## src/pkg/adcr_pkg.sv

```systemverilog
package adcr_pkg;

  // ==================================================================
  // register map (8-bit registers on a plain strobe port)
  localparam int unsigned ADDR_W = 3;
  localparam logic [2:0] ADDR_RESULT_LOW = 3'h0;
  localparam logic [2:0] ADDR_RESULT_HIGH = 3'h1;
  localparam logic [2:0] ADDR_TRIGGER_CONTROL = 3'h2;
  localparam logic [2:0] ADDR_INPUT_BUFFER_DISABLE = 3'h3;
  localparam logic [2:0] ADDR_CONVERTER_CONTROL = 3'h4;
  localparam logic [2:0] ADDR_MUX_SELECT = 3'h5;

  // ==================================================================
  // converter_control fields
  localparam int unsigned CC_ENABLE_BIT = 7;
  localparam int unsigned CC_START_BIT = 6;
  localparam int unsigned CC_AUTO_TRIGGER_BIT = 5;
  localparam int unsigned CC_DONE_FLAG_BIT = 4;
  localparam int unsigned CC_IRQ_ENABLE_BIT = 3;
  localparam int unsigned CC_PRESCALE_LSB = 0;
  localparam int unsigned CC_PRESCALE_W = 3;

  // ==================================================================
  // mux_select_register fields
  localparam int unsigned MS_REFERENCE_LSB = 6;
  localparam int unsigned MS_REFERENCE_W = 2;
  localparam int unsigned MS_LEFT_ADJUST_BIT = 5;
  localparam int unsigned MS_CHANNEL_LSB = 0;
  localparam int unsigned MS_CHANNEL_W = 5;

  // ==================================================================
  // trigger_control fields
  localparam int unsigned TC_COMPARATOR_MUX_BIT = 6;
  localparam int unsigned TC_SOURCE_LSB = 0;
  localparam int unsigned TC_SOURCE_W = 3;

  // ==================================================================
  // trigger source codes
  typedef enum logic [2:0] {
    ADCR_SRC_FREE_RUNNING = 3'h0,
    ADCR_SRC_COMPARATOR = 3'h1,
    ADCR_SRC_EXT_INT0 = 3'h2,
    ADCR_SRC_TIMER0_COMPARE = 3'h3,
    ADCR_SRC_TIMER0_OVERFLOW = 3'h4,
    ADCR_SRC_TIMER_COMPARE_B = 3'h5,
    ADCR_SRC_TIMER1_OVERFLOW = 3'h6,
    ADCR_SRC_TIMER1_CAPTURE = 3'h7
  } adcr_source_t;

  // ==================================================================
  // widths and reset values
  localparam int unsigned RESULT_W = 10;
  localparam int unsigned NUM_TRIG_FLAGS = 7;
  localparam int unsigned NUM_PINS = 8;
  localparam logic [7:0] RESET_BYTE = 8'h00;
  localparam logic [9:0] RESET_RESULT = 10'h000;
  localparam logic [7:0] RESET_INPUT_BUFFER_DISABLE = 8'h00;

endpackage
```

## src/logic/adcr_result_trigger.sv

```systemverilog
// Function
// - a finished conversion loads its 10-bit result into the result byte pair
// - reading the low byte freezes both result bytes until the high byte is read
// - right adjust: result 9:8 in high bits 1:0, 7:0 in low, rest zero
// - left adjust: result 9:2 in high byte, 1:0 in low bits 7:6, rest zero
// - trigger source select does nothing while auto trigger is disabled
// - auto trigger starts a conversion on each rising edge of the selected flag
// - switching from a clear source to a set one is an edge; starts if enabled
// - selecting free running, code 0, never makes a trigger event by itself
// - source codes: free, comparator, ext int 0, t0 cmp, t0 ovf, cmp B, t1 ovf, t1 cap
// - a one in an input buffer disable bit turns off that pin's input buffer
// - from one cycle after a pin's disable bit is set, its port input bit reads zero
// - a change of left adjust alters the presented layout at once
// - conversion end sets the done flag; writing one clears it
// - writing one to auto trigger enable allows starts on positive trigger edges
//
// Chosen here: the address map and strobed register access.
`timescale 1ns/1ps
`default_nettype none

module adcr_result_trigger
  import adcr_pkg::*;
(
  input wire logic clk_i,
  input wire logic reset_n_i,
  // register port
  input wire logic [ADDR_W-1:0] addr_i,
  input wire logic [7:0] wr_data_i,
  input wire logic wr_en_i,
  input wire logic rd_en_i,
  output logic [7:0] rd_data_o,
  // converter core
  input wire logic conv_done_i,
  input wire logic [RESULT_W-1:0] conv_data_i,
  input wire logic conv_busy_i,
  output logic conv_start_o,
  output logic conv_enable_o,
  output logic [CC_PRESCALE_W-1:0] prescale_select_o,
  output logic [MS_CHANNEL_W-1:0] channel_select_o,
  output logic [MS_REFERENCE_W-1:0] reference_select_o,
  output logic comparator_mux_enable_o,
  // peripheral flags, indexed by trigger source code minus one
  input wire logic [NUM_TRIG_FLAGS-1:0] trig_flags_i,
  // analog pins
  input wire logic [NUM_PINS-1:0] pin_level_i,
  output logic [NUM_PINS-1:0] port_input_o,
  output logic [NUM_PINS-1:0] buffer_enable_o
);

  // ==================================================================
  // state
  typedef struct packed {
    // result pair and its read lock
    logic [RESULT_W-1:0] result;
    logic locked;
    // converter_control image
    logic done_flag;
    logic enable;
    logic auto_trigger;
    logic irq_enable;
    logic [CC_PRESCALE_W-1:0] prescale;
    // mux_select_register image
    logic [7:0] mux_select;
    // trigger_control image and the trigger edge detector
    logic comparator_mux;
    logic [TC_SOURCE_W-1:0] trig_sel;
    logic [TC_SOURCE_W-1:0] prev_sel;
    logic prev_level;
    // pin buffers
    logic [NUM_PINS-1:0] buffer_disable;
    logic [NUM_PINS-1:0] buffer_enable;
    // registered outputs
    logic [7:0] rd_data;
    logic start;
    logic [NUM_PINS-1:0] port_input;
  } adcr_state_t;

  // buffer enables leave reset high, so the state cannot simply clear to
  // zero; everything else does
  localparam adcr_state_t RESET_STATE = '{
    buffer_disable: RESET_INPUT_BUFFER_DISABLE,
    buffer_enable: ~RESET_INPUT_BUFFER_DISABLE,
    default: '0
  };

  adcr_state_t s;
  adcr_state_t next_s;

  logic [NUM_PINS-1:0] pin_sync;

  // ==================================================================
  // helpers

  // byte view of the stored result; the alignment is applied on read, so
  // a change of left adjust shows up without waiting for a conversion
  function automatic logic [7:0] present_byte(input logic [RESULT_W-1:0] res,
                                              input logic left_adj,
                                              input logic high);
    logic [7:0] b;
    b = 8'h00;
    if (left_adj) begin
      if (high) begin
        b = res[9:2];
      end else begin
        b = {res[1:0], 6'h00};
      end
    end else begin
      if (high) begin
        b = {6'h00, res[9:8]};
      end else begin
        b = res[7:0];
      end
    end
    return b;
  endfunction

  // one address decode shared by both lock strobes
  function automatic logic read_hit(input logic strobe,
                                    input logic [ADDR_W-1:0] addr,
                                    input logic [ADDR_W-1:0] target);
    return strobe && (addr == target);
  endfunction

  // level of the selected trigger source; free running follows the done flag
  function automatic logic source_level(input logic [TC_SOURCE_W-1:0] sel,
                                        input logic done,
                                        input logic [NUM_TRIG_FLAGS-1:0] flags);
    logic lvl;
    lvl = 1'b0;
    if (sel == ADCR_SRC_FREE_RUNNING) begin
      lvl = done;
    end else begin
      lvl = flags[sel - 3'h1];
    end
    return lvl;
  endfunction

  // ==================================================================
  // pin synchroniser
  adcr_sync2 #(
    .WIDTH(NUM_PINS)
  ) u_pin_sync (
    .clk_i(clk_i),
    .reset_n_i(reset_n_i),
    .async_i(pin_level_i),
    .sync_o(pin_sync)
  );

  // ==================================================================
  // next state
  always_comb begin
    logic level;
    logic edge_seen;
    logic free_run;
    logic auto_start;
    logic soft_start;
    logic low_read;
    logic high_read;
    logic left_adj;
    auto_start = 1'b0;
    level = source_level(s.trig_sel, s.done_flag, trig_flags_i);
    free_run = (s.trig_sel == ADCR_SRC_FREE_RUNNING);
    edge_seen = level & ~s.prev_level;
    low_read = read_hit(rd_en_i, addr_i, ADDR_RESULT_LOW);
    high_read = read_hit(rd_en_i, addr_i, ADDR_RESULT_HIGH);
    left_adj = s.mux_select[MS_LEFT_ADJUST_BIT];
    soft_start = 1'b0;

    next_s = s;
    next_s.start = 1'b0;
    next_s.rd_data = RESET_BYTE;
    next_s.prev_level = level;
    next_s.prev_sel = s.trig_sel;

    // free running restarts on each completion; a selection change into it
    // is never an edge, so the done flag already being set does not matter
    if (free_run) begin
      auto_start = s.auto_trigger & s.enable & conv_done_i;
    end else begin
      auto_start = s.auto_trigger & s.enable & edge_seen;
    end

    // ---------------- register reads ----------------
    if (rd_en_i) begin
      unique case (addr_i)
        ADDR_RESULT_LOW: begin
          next_s.rd_data = present_byte(s.result, left_adj, 1'b0);
        end
        ADDR_RESULT_HIGH: begin
          next_s.rd_data = present_byte(s.result, left_adj, 1'b1);
        end
        ADDR_TRIGGER_CONTROL: begin
          next_s.rd_data = {1'b0, s.comparator_mux, 3'h0, s.trig_sel};
        end
        ADDR_INPUT_BUFFER_DISABLE: begin
          next_s.rd_data = s.buffer_disable;
        end
        ADDR_CONVERTER_CONTROL: begin
          next_s.rd_data = {s.enable, conv_busy_i | s.start, s.auto_trigger,
                            s.done_flag, s.irq_enable, s.prescale};
        end
        ADDR_MUX_SELECT: begin
          next_s.rd_data = s.mux_select;
        end
        default: begin
          next_s.rd_data = RESET_BYTE;
        end
      endcase
    end

    // freeze on low-byte read, release on high-byte read
    if (low_read) begin
      next_s.locked = 1'b1;
    end
    if (high_read) begin
      next_s.locked = 1'b0;
    end

    // ---------------- register writes ----------------
    if (wr_en_i) begin
      unique case (addr_i)
        ADDR_TRIGGER_CONTROL: begin
          // bit 7 and bits 5:3 are not stored
          next_s.comparator_mux = wr_data_i[TC_COMPARATOR_MUX_BIT];
          next_s.trig_sel = wr_data_i[TC_SOURCE_LSB +: TC_SOURCE_W];
        end
        ADDR_INPUT_BUFFER_DISABLE: begin
          next_s.buffer_disable = wr_data_i;
        end
        ADDR_CONVERTER_CONTROL: begin
          next_s.enable = wr_data_i[CC_ENABLE_BIT];
          next_s.auto_trigger = wr_data_i[CC_AUTO_TRIGGER_BIT];
          next_s.irq_enable = wr_data_i[CC_IRQ_ENABLE_BIT];
          next_s.prescale = wr_data_i[CC_PRESCALE_LSB +: CC_PRESCALE_W];
          if (wr_data_i[CC_DONE_FLAG_BIT]) begin
            next_s.done_flag = 1'b0;
          end
          // writing zero to start has no effect; a start needs the enable
          soft_start = wr_data_i[CC_START_BIT] & wr_data_i[CC_ENABLE_BIT];
        end
        ADDR_MUX_SELECT: begin
          next_s.mux_select = wr_data_i;
        end
        default: begin
          next_s.mux_select = s.mux_select;
        end
      endcase
    end

    // ---------------- conversion completion ----------------
    // placed after the write so that a completion beats a same-cycle clear
    if (conv_done_i) begin
      next_s.done_flag = 1'b1;
      // a low-byte read in this very cycle already counts as locking
      if (!(s.locked || low_read)) begin
        next_s.result = conv_data_i;
      end
    end

    // start is a single-cycle pulse; the core ignores it while busy
    next_s.start = soft_start | auto_start;

    // ---------------- pins ----------------
    next_s.port_input = pin_sync & ~s.buffer_disable;
    // the enable is kept as its own flop so the pin output needs no inverter
    next_s.buffer_enable = ~next_s.buffer_disable;
  end

  // ==================================================================
  // registers
  always_ff @(posedge clk_i or negedge reset_n_i) begin
    if (!reset_n_i) begin
      s <= RESET_STATE;
    end else begin
      s <= next_s;
    end
  end

  // ==================================================================
  // outputs, all straight from state flops
  assign rd_data_o = s.rd_data;
  assign conv_start_o = s.start;
  assign conv_enable_o = s.enable;
  assign prescale_select_o = s.prescale;
  assign channel_select_o = s.mux_select[MS_CHANNEL_LSB +: MS_CHANNEL_W];
  assign reference_select_o = s.mux_select[MS_REFERENCE_LSB +: MS_REFERENCE_W];
  assign comparator_mux_enable_o = s.comparator_mux;
  assign port_input_o = s.port_input;
  assign buffer_enable_o = s.buffer_enable;

endmodule // adcr_result_trigger

`default_nettype wire

```

## src/logic/adcr_sync2.sv

```systemverilog
`timescale 1ns/1ps
`default_nettype none

// two-stage synchroniser for asynchronous pin levels
module adcr_sync2 #(
  parameter int unsigned WIDTH = 8
) (
  input wire logic clk_i,
  input wire logic reset_n_i,
  input wire logic [WIDTH-1:0] async_i,
  output logic [WIDTH-1:0] sync_o
);

  typedef struct packed {
    logic [WIDTH-1:0] meta;
    logic [WIDTH-1:0] stable;
  } adcr_sync_state_t;

  adcr_sync_state_t s;
  adcr_sync_state_t next_s;

  // first stage feeds only the second stage
  always_comb begin
    next_s = s;
    next_s.meta = async_i;
    next_s.stable = s.meta;
  end

  always_ff @(posedge clk_i or negedge reset_n_i) begin
    if (!reset_n_i) begin
      s <= '0;
    end else begin
      s <= next_s;
    end
  end

  assign sync_o = s.stable;

endmodule // adcr_sync2

`default_nettype wire

```

## config.mk

```make
export PLATFORM = sky130hd
export DESIGN_NAME = adcr_result_trigger
export DESIGN_NICKNAME = d
export VERILOG_FILES = /design/src/pkg/adcr_pkg.sv /design/src/logic/adcr_result_trigger.sv /design/src/logic/adcr_sync2.sv
export SDC_FILE = /design/constraint.sdc
export NUM_CORES = 1
export LEC_CHECK = 0
export ABC_AREA = 1
export BUFFER_PORTS_ARGS = -buffer_cell sky130_fd_sc_hd__buf_2
export CAP_MARGIN = 40
export CORE_MARGIN = 4
export CORE_UTILIZATION = 37
export CTS_CLUSTER_DIAMETER = 80
export DETAILED_ROUTE_END_ITERATION = 12
export HOLD_SLACK_MARGIN = 0.02
export PLACE_DENSITY = 0.58
export SLEW_MARGIN = 20
export SYNTH_ARGS = -nofsm -noshare
export SYNTH_HDL_FRONTEND = slang
export SYNTH_HIERARCHICAL = 1
export SYNTH_SLANG_ARGS = --single-unit
export TNS_END_PERCENT = 5
```

## constraint.sdc

```tcl
create_clock -name clk_i -period 3.05 [get_ports clk_i]
set_clock_uncertainty 0.05 [all_clocks]
set_input_delay 0.7625 -clock clk_i [delete_from_list [all_inputs] [get_ports clk_i]]
set_output_delay 0.7625 -clock clk_i [all_outputs]
set_load 0.01 [all_outputs]
```

==> results by group, run 1 <==
CTS
  – CTS Hold Buffers Added: 0
  – Root buf cell: clkbuf_8
  – Total CTS buffers: 9
  – Clk slew on worst S/H paths: roughly 0.090 ns
  – Clock buffer depth: 2
  – Post-CTS setup buffers: 0
  – CTS tree: yes
  – Clock sink total: 80
  – H-tree depth: 3
  – Source-to-sink clock delay at the later pin of the worst-skew pair: between 0.3 and 0.4 ns
  – Post-cts sizing count: 0

Worst hold path
  – Hold/Removal Path Class: in2async

Routing
  – Post-route ant nets: 0
  – Routed length per instance: 13.9 µm
  – Via count: between 2000 and 2500
  – Drt drc: 0
  – DR vias/cell: ~4.6
  – Number of DRC markers in iteration 0: roughly 100
  – Total Wirelength: 7460 µm
  – DRT Pass-1 Iters: 4

Logic synthesis
  – YS warnings: 6
  – Syn_nets: slightly above 400
  – Post-synthesis register bit count: 80
  – Sequential element share of the synthesized area: approximately 58%
  – Synth cell types: 28
  – Synthesized area per cell: 9.43 µm²
  – Mapped Area: 3470 µm²
  – Synth Instances: approximately 370

Finish
  – Diode count: 0
  – Most frequent cells in the layout: 84 x nand2_1, 77 x buf_2, 72 x dfrtp_1, 53 x inv_1, 27 x o21ai_0
  – Area grow syn2layout: 13.0%
  – Share of cells above drive strength 1: just under 30%
  – Most common cell after layout, fill and taps aside: nand2_1
  – NumNets Final: 463

Worst setup path
  – Critical path cell sequence: buf_2
  – Category of the most critical setup path: reg2out
  – Critical path required time: around 2.2 ns
  – Crit-path slowest cell: dfstp_2
  – CP Max Fanout: 1
  – CP bufs+invs: 1
  – CP max stage delay: between 0.5 and 0.6 ns
  – Top Family by Delay on Critical Path: flip-flops
  – Worst Setup SP: buffer_enable_o[6]$_DFF_PN1_
  – Critical Path End Type: primary output
  – Worst R2R Start: next_s[34]$_DFFE_PN0P_
  – Arr. time, crit path: approximately 1 ns
  – Startpoint Class: flip-flop

Placed design
  – Placed wire-length estimate: 5640 µm
  – Buffers on Ports: 78
  – Pre-CTS setup slack: ~0.96 ns
  – Gpl congestion: 0.845

Global route
  – Gr usage total: 14.2%
  – Largest net degree at the start of global routing: 80
  – First-pass GRT wire length: between 10000 and 15000 µm
  – Vias in the first global route: between 2000 and 3000
  – Antenna violations before repair: 0
  – GRT overflow: 0

STA
  – Slew Viols, Final: 0
  – Max Fclk: around 560 MHz
  – Worst setup slack after layout: approximately 1.2 ns
  – RSZ-0062 raised after global routing: no
  – Final Cycle Share: about 59%
  – Endpoints failing setup: 0
  – Hold Slack: 0.136 ns
  – Final hold vios: 0
  – Setup TNS: 0 ns
  – Worst-Margin Slew: 0.432 ns
  – Min Clock Period, post-route: around 1.8 ns
  – Relative max-transition margin: a little under three quarters

Flow run
  – Max cap viols: 0

Floorplanning
  – Row count: 35
  – Die width: between 100 and 150 µm
  – Core ar.: between 9000 and 10000 µm²
  – Die height: between 100 and 150 µm
  – Initial Util: between 30% and 40%
  – Area of the die: 11000 µm²
  – I/O pin count: 79

Power
  – Max VDD drop: 0.284 mV
  – PwrDens: 661 nW/µm²
  – Leakage: around 2.1 nW
  – Total power: 2.59 mW

Status
  – Status: complete, no violations
[path summary, 6_finish.rpt]
check,endpoint,slack (ns),cells past startpoint
max,buffer_enable_o[6],1.25,1
min,u_pin_sync/next_s[1]$_DFF_PN0_,0.14,1
min reg2reg,u_pin_sync/sync_o[0]$_DFF_PN0_,0.30,0
max in group asynchronous,buffer_enable_o[5]$_DFF_PN1_,2.19,2
max reg2reg,conv_start_o$_DFF_PN0_,1.36,10
min in group clk_i,u_pin_sync/sync_o[0]$_DFF_PN0_,0.30,0
[where the power goes]
| part | internal (mW) | leakage (nW) | switching [mW] | total, mW |
|---|---|---|---|---|
| registers | 1.23 | 0.956 | 0.106 | 1.34 |
| clock network | 0.384 | 0.0944 | 0.389 | 0.773 |
| logic | 0.197 | 1.06 | 0.282 | 0.479 |
[area by class of cell]
type / count / area [µm²]
Clock buffer: 10 / 128
Timing Repair Buffer: 79 / 413
Clock inverter: 6 / 70.1
Sequential cell: 80 / 2010
Fill cell: 933 / 5280
Inverter: 56 / 210
Tap cell: 111 / 139
Multi-Input combinational cell: 193 / 950
[per-layer routing]
layer | global-route usage (%) | up-vias | wire (µm) | part of all wire (%)
met3 | 3.95 | 13 | 416 | 5.6
met1 | 18.0 | 1158 | 3320 | 45
met4 | 6.65 | 0 | 146 | 2.0
met5 | 0 | - | 0 | 0
met2 | 22.6 | 63 | 3570 | 48
li1 | - | 1212 | - | -
[registers in the layout, indices dropped and copies added, names as in the netlist]
register / count
conv_enable_o: 1
buffer_enable_o: 8
channel_select_o: 5
s: 24
reference_select_o: 2
u_pin_sync/sync_o: 8
comparator_mux_enable_o: 1
u_pin_sync/next_s: 8
conv_start_o: 1
rd_data_o: 8
next_s: 3
port_input_o: 8
prescale_select_o: 3
[stage by stage]
step	std cells	cell area (µm²)	util (%)
final	535	3920	42.6
after detailed placement	519	3720	40.5
after global routing	535	3920	42.6
after global placement	519	3720	40.5
after CTS	535	3920	42.6
after floorplan	368	3470	-
[kinds of logic (layout without fill, tap and decap cells)]
| logic type | Yosys count | after routing | synth area share, % |
|---|---|---|---|
| mux | 7 | 7 | 2.70 |
| buf+inv | 95 | 151 | 14.6 |
| fa+ha+maj | 2 | 2 | 0.721 |
| simple gates | 128 | 128 | 15.3 |
| flops | 80 | 80 | 58.0 |
| compound gates | 56 | 56 | 8.69 |
[cells in the mapped netlist]
cell	n	area [µm²]
o21ai_2	2	17.5
clkbuf_1	1	3.75
mux2_2	3	33.8
a31oi_1	5	31.3
nor3_1	2	10.0
a22oi_1	1	7.51
nand2_1	84	315
ha_1	2	25.0
nor2_4	1	11.3
and3_1	1	6.26
o21ai_1	8	40.0
nor2_2	2	12.5
o211ai_1	2	15.0
inv_1	53	199
nand4_1	2	12.5
buf_6	3	33.8
inv_2	3	11.3
buf_2	1	5.00
nand2_2	5	31.3
o21ai_0	27	135
buf_4	34	255
dfstp_2	8	210
nand2_4	1	11.3
nand3_1	5	25.0
dfrtp_1	72	1800
a21oi_1	11	55.1
nor2_1	25	93.8
mux2_4	4	60.1
Power figures use the tool's default switching activity.
==> inputs of run 2 (changes only) <==
==> constraint.sdc (replaced) <==
create_clock -name clk_i -period 1.7 [get_ports clk_i]
set_clock_uncertainty 0.05 [all_clocks]
set_input_delay 0.425 -clock clk_i [delete_from_list [all_inputs] [get_ports clk_i]]
set_output_delay 0.425 -clock clk_i [all_outputs]
set_load 0.01 [all_outputs]
==> results by group, run 2 (synthesis gave the netlist of run 1 again) <==
Status
  – Status: complete, no violations (unchanged)

Routing
  – Post-route ant nets: 0 (unchanged)
  – Total Wirelength: 7610 µm (was 7460 µm)
  – DR vias/cell: 4.56 (was 4.57)
  – DRT Pass-1 Iters: 4 (unchanged)
  – Number of DRC markers in iteration 0: 123 (was 103)
  – Routed length per instance: 14.0 µm (was 13.9 µm)
  – Drt drc: 0 (unchanged)
  – Via count: 2469 (was 2446)

CTS
  – CTS Hold Buffers Added: 1 (was 0)
  – H-tree depth: 3 (unchanged)
  – Clock buffer depth: 2 (unchanged)
  – CTS tree: yes (unchanged)
  – Clk slew on worst S/H paths: 0.08 ns (was 0.09 ns)
  – Post-CTS setup buffers: 0 (unchanged)
  – Clock sink total: 80 (unchanged)
  – Total CTS buffers: 9 (unchanged)
  – Root buf cell: clkbuf_8 (unchanged)
  – Source-to-sink clock delay at the later pin of the worst-skew pair: 0.35 ns (was 0.34 ns)
  – Post-cts sizing count: 0 (unchanged)

Finish
  – Diode count: 0 (unchanged)
  – Reg with most FFs: s (unchanged)
  – Share of cells above drive strength 1: 29.9% (was 29.0%)
  – Non-filler cells, final: 542 (was 535)
  – Area grow syn2layout: 14.5% (was 13.0%)
  – NumNets Final: 471 (was 463)
  – Max reg flops: 24 (unchanged)
  – Most frequent cells in the layout: 84 x nand2_1, 77 x buf_2, 72 x dfrtp_1, 53 x inv_1, 27 x o21ai_0 (unchanged)
  – Most common cell after layout, fill and taps aside: nand2_1 (unchanged)

Worst setup path
  – Top cell by count, worst path: nand2_1
  – CP max stage delay: 0.38 ns (was 0.53 ns)
  – Critical Path End Type: flip-flop (was primary output)
  – Arr. time, crit path: 1.71 ns (was 0.99 ns)
  – CP Max Fanout: 5 (was 1)
  – Category of the most critical setup path: reg2reg (was reg2out)
  – Startpoint Class: flip-flop (unchanged)
  – Critical path required time: 1.88 ns (was 2.24 ns)
  – Critical path cell sequence: inv_1 -> ha_1 -> inv_1 -> nand3_1 -> nand2_1 -> nand2_1 -> nand4_1 -> nand2_1 -> nand2_1 -> nand2_1 (was buf_2)
  – Crit-path slowest cell: dfrtp_1 (was dfstp_2)

STA
  – Hold Slack: 0.123 ns (was 0.136 ns)
  – RSZ-0062 raised after global routing: no (unchanged)
  – Max Fclk: 651 MHz
  – Final Cycle Share: around nine tenths
  – Endpoints failing setup: 0 (unchanged)
  – Setup TNS: 0 ns (unchanged)
  – Relative max-transition margin: 68.1% (was 71.2%)
  – Worst setup slack after layout: 0.164 ns (was 1.25 ns)
  – Final hold vios: 0 (unchanged)
  – Min Clock Period, post-route: roughly 1.5 ns
  – Worst-Margin Slew: 0.478 ns (was 0.432 ns)
  – Slew Viols, Final: 0 (unchanged)

Worst hold path
  – Hold/Removal Path Class: in2reg (was in2async)

Floorplanning
  – Core ar.: 9200 µm² (unchanged)
  – Die width: 105 µm (unchanged)
  – Die height: 105 µm (unchanged)
  – Initial Util: 37.7% (unchanged)
  – I/O pin count: 79 (unchanged)
  – Area of the die: 11000 µm² (unchanged)
  – Row count: 35 (unchanged)

Placed design
  – Placed wire-length estimate: 5920 µm (was 5640 µm)
  – Placed cells: 526 (was 519)
  – Pre-CTS setup slack: 0.0728 ns (was 0.957 ns)
  – Gpl congestion: 0.808 (was 0.845)
  – Buffers on Ports: 78 (unchanged)

Global route
  – Largest net degree at the start of global routing: 37 (was 80)
  – GRT overflow: 0 (unchanged)
  – Antenna violations before repair: 0 (unchanged)
  – Gr usage total: 14.6% (was 14.2%)
  – Vias in the first global route: 2500 (was 2524)
  – First-pass GRT wire length: 12600 µm (was 12300 µm)

Power
  – Total power: 4.62 mW (was 2.59 mW)
  – PwrDens: 1160 nW/µm² (was 661 nW/µm²)
  – Combinational share of power: 19.0% (was 18.5%)
  – Switching Power: 1.37 mW (was 0.777 mW)
  – Max VDD drop: 0.589 mV (was 0.284 mV)
  – Clk pwr share: 29.0% (was 29.8%)
  – Leakage: 2.15 nW (was 2.11 nW)
  – Switching share of power: 29.6% (was 30.0%)
  – Internal Power: 3.26 mW (was 1.82 mW)
  – Sequential share of power: 52.0% (was 51.7%)

Flow run
  – Max cap viols: 0 (unchanged)
[run 2: cell types whose count changed in the layout (fill, tap and decap cells not counted)]
cell | before | now
buf_4 | 1 | 8
clkinv_2 | 1 | 2
clkinvlp_4 | 2 | 0
dlygate4sd3_1 | 0 | 1
inv_6 | 0 | 1
inv_8 | 1 | 0
[run 2: worst max-delay path: cells and delay by family, from the launching register on]
kind / cells / cell delay [ns]
fa+ha+maj: 1 / 0.29
buf+inv: 2 / 0.20
simple gates: 7 / 0.50
flops: 1 / 0.38
[run 2: worst paths after layout]
path	start	end	slack, ns	cells after the start
max	next_s[34]$_DFFE_PN0P_	conv_start_o$_DFF_PN0_	0.16	10
min reg2reg	u_pin_sync/next_s[6]$_DFF_PN0_	u_pin_sync/sync_o[6]$_DFF_PN0_	0.30	0
max reg2reg	next_s[34]$_DFFE_PN0P_	conv_start_o$_DFF_PN0_	0.16	10
min	pin_level_i[2]	u_pin_sync/next_s[2]$_DFF_PN0_	0.12	1
max in group asynchronous	reset_n_i	port_input_o[3]$_DFF_PN0_	0.56	3
min in group asynchronous	reset_n_i	s[26]$_DFF_PN0_	0.52	2
[run 2: routing by layer]
layer	vias to the layer above	wire [µm]	part of all wire [%]	track usage, %
met3	13	477	6.3	5.37
met4	0	104	1.4	3.75
met1	1173	3290	43	18.5
met5	-	0	0	0
li1	1223	-	-	-
met2	60	3740	49	23.8
[run 2: metrics by stage]
stage	utilization (%)	instance area, µm²
3_5_place_dp	41.1	3780
4_1_cts	43.2	3970
3_3_place_gp	41.1	3780
2_1_floorplan	-	3470
6_report	43.2	3970
5_1_grt	43.2	3970
[run 2: layout make-up]
type,instances,area [µm²]
repair buffers,87,475
clock buffers,10,128
well taps,111,139
clock inverters,5,57.6
inverters,56,210
multi-input cells,193,950
flip-flops and latches,80,2010
fillers,948,5230
[run 2: power groups by stage]
| stage | clock [mW] | combinational [mW] | sequential, mW |
|---|---|---|---|
| floorplan | 0 | 0.701 | 2.38 |
| global placement | 0 | 0.875 | 2.44 |
| detailed placement | 0 | 0.888 | 2.44 |
| CTS | 1.38 | 0.895 | 2.41 |
| global route | 1.47 | 0.999 | 2.44 |
| finish | 1.34 | 0.877 | 2.40 |
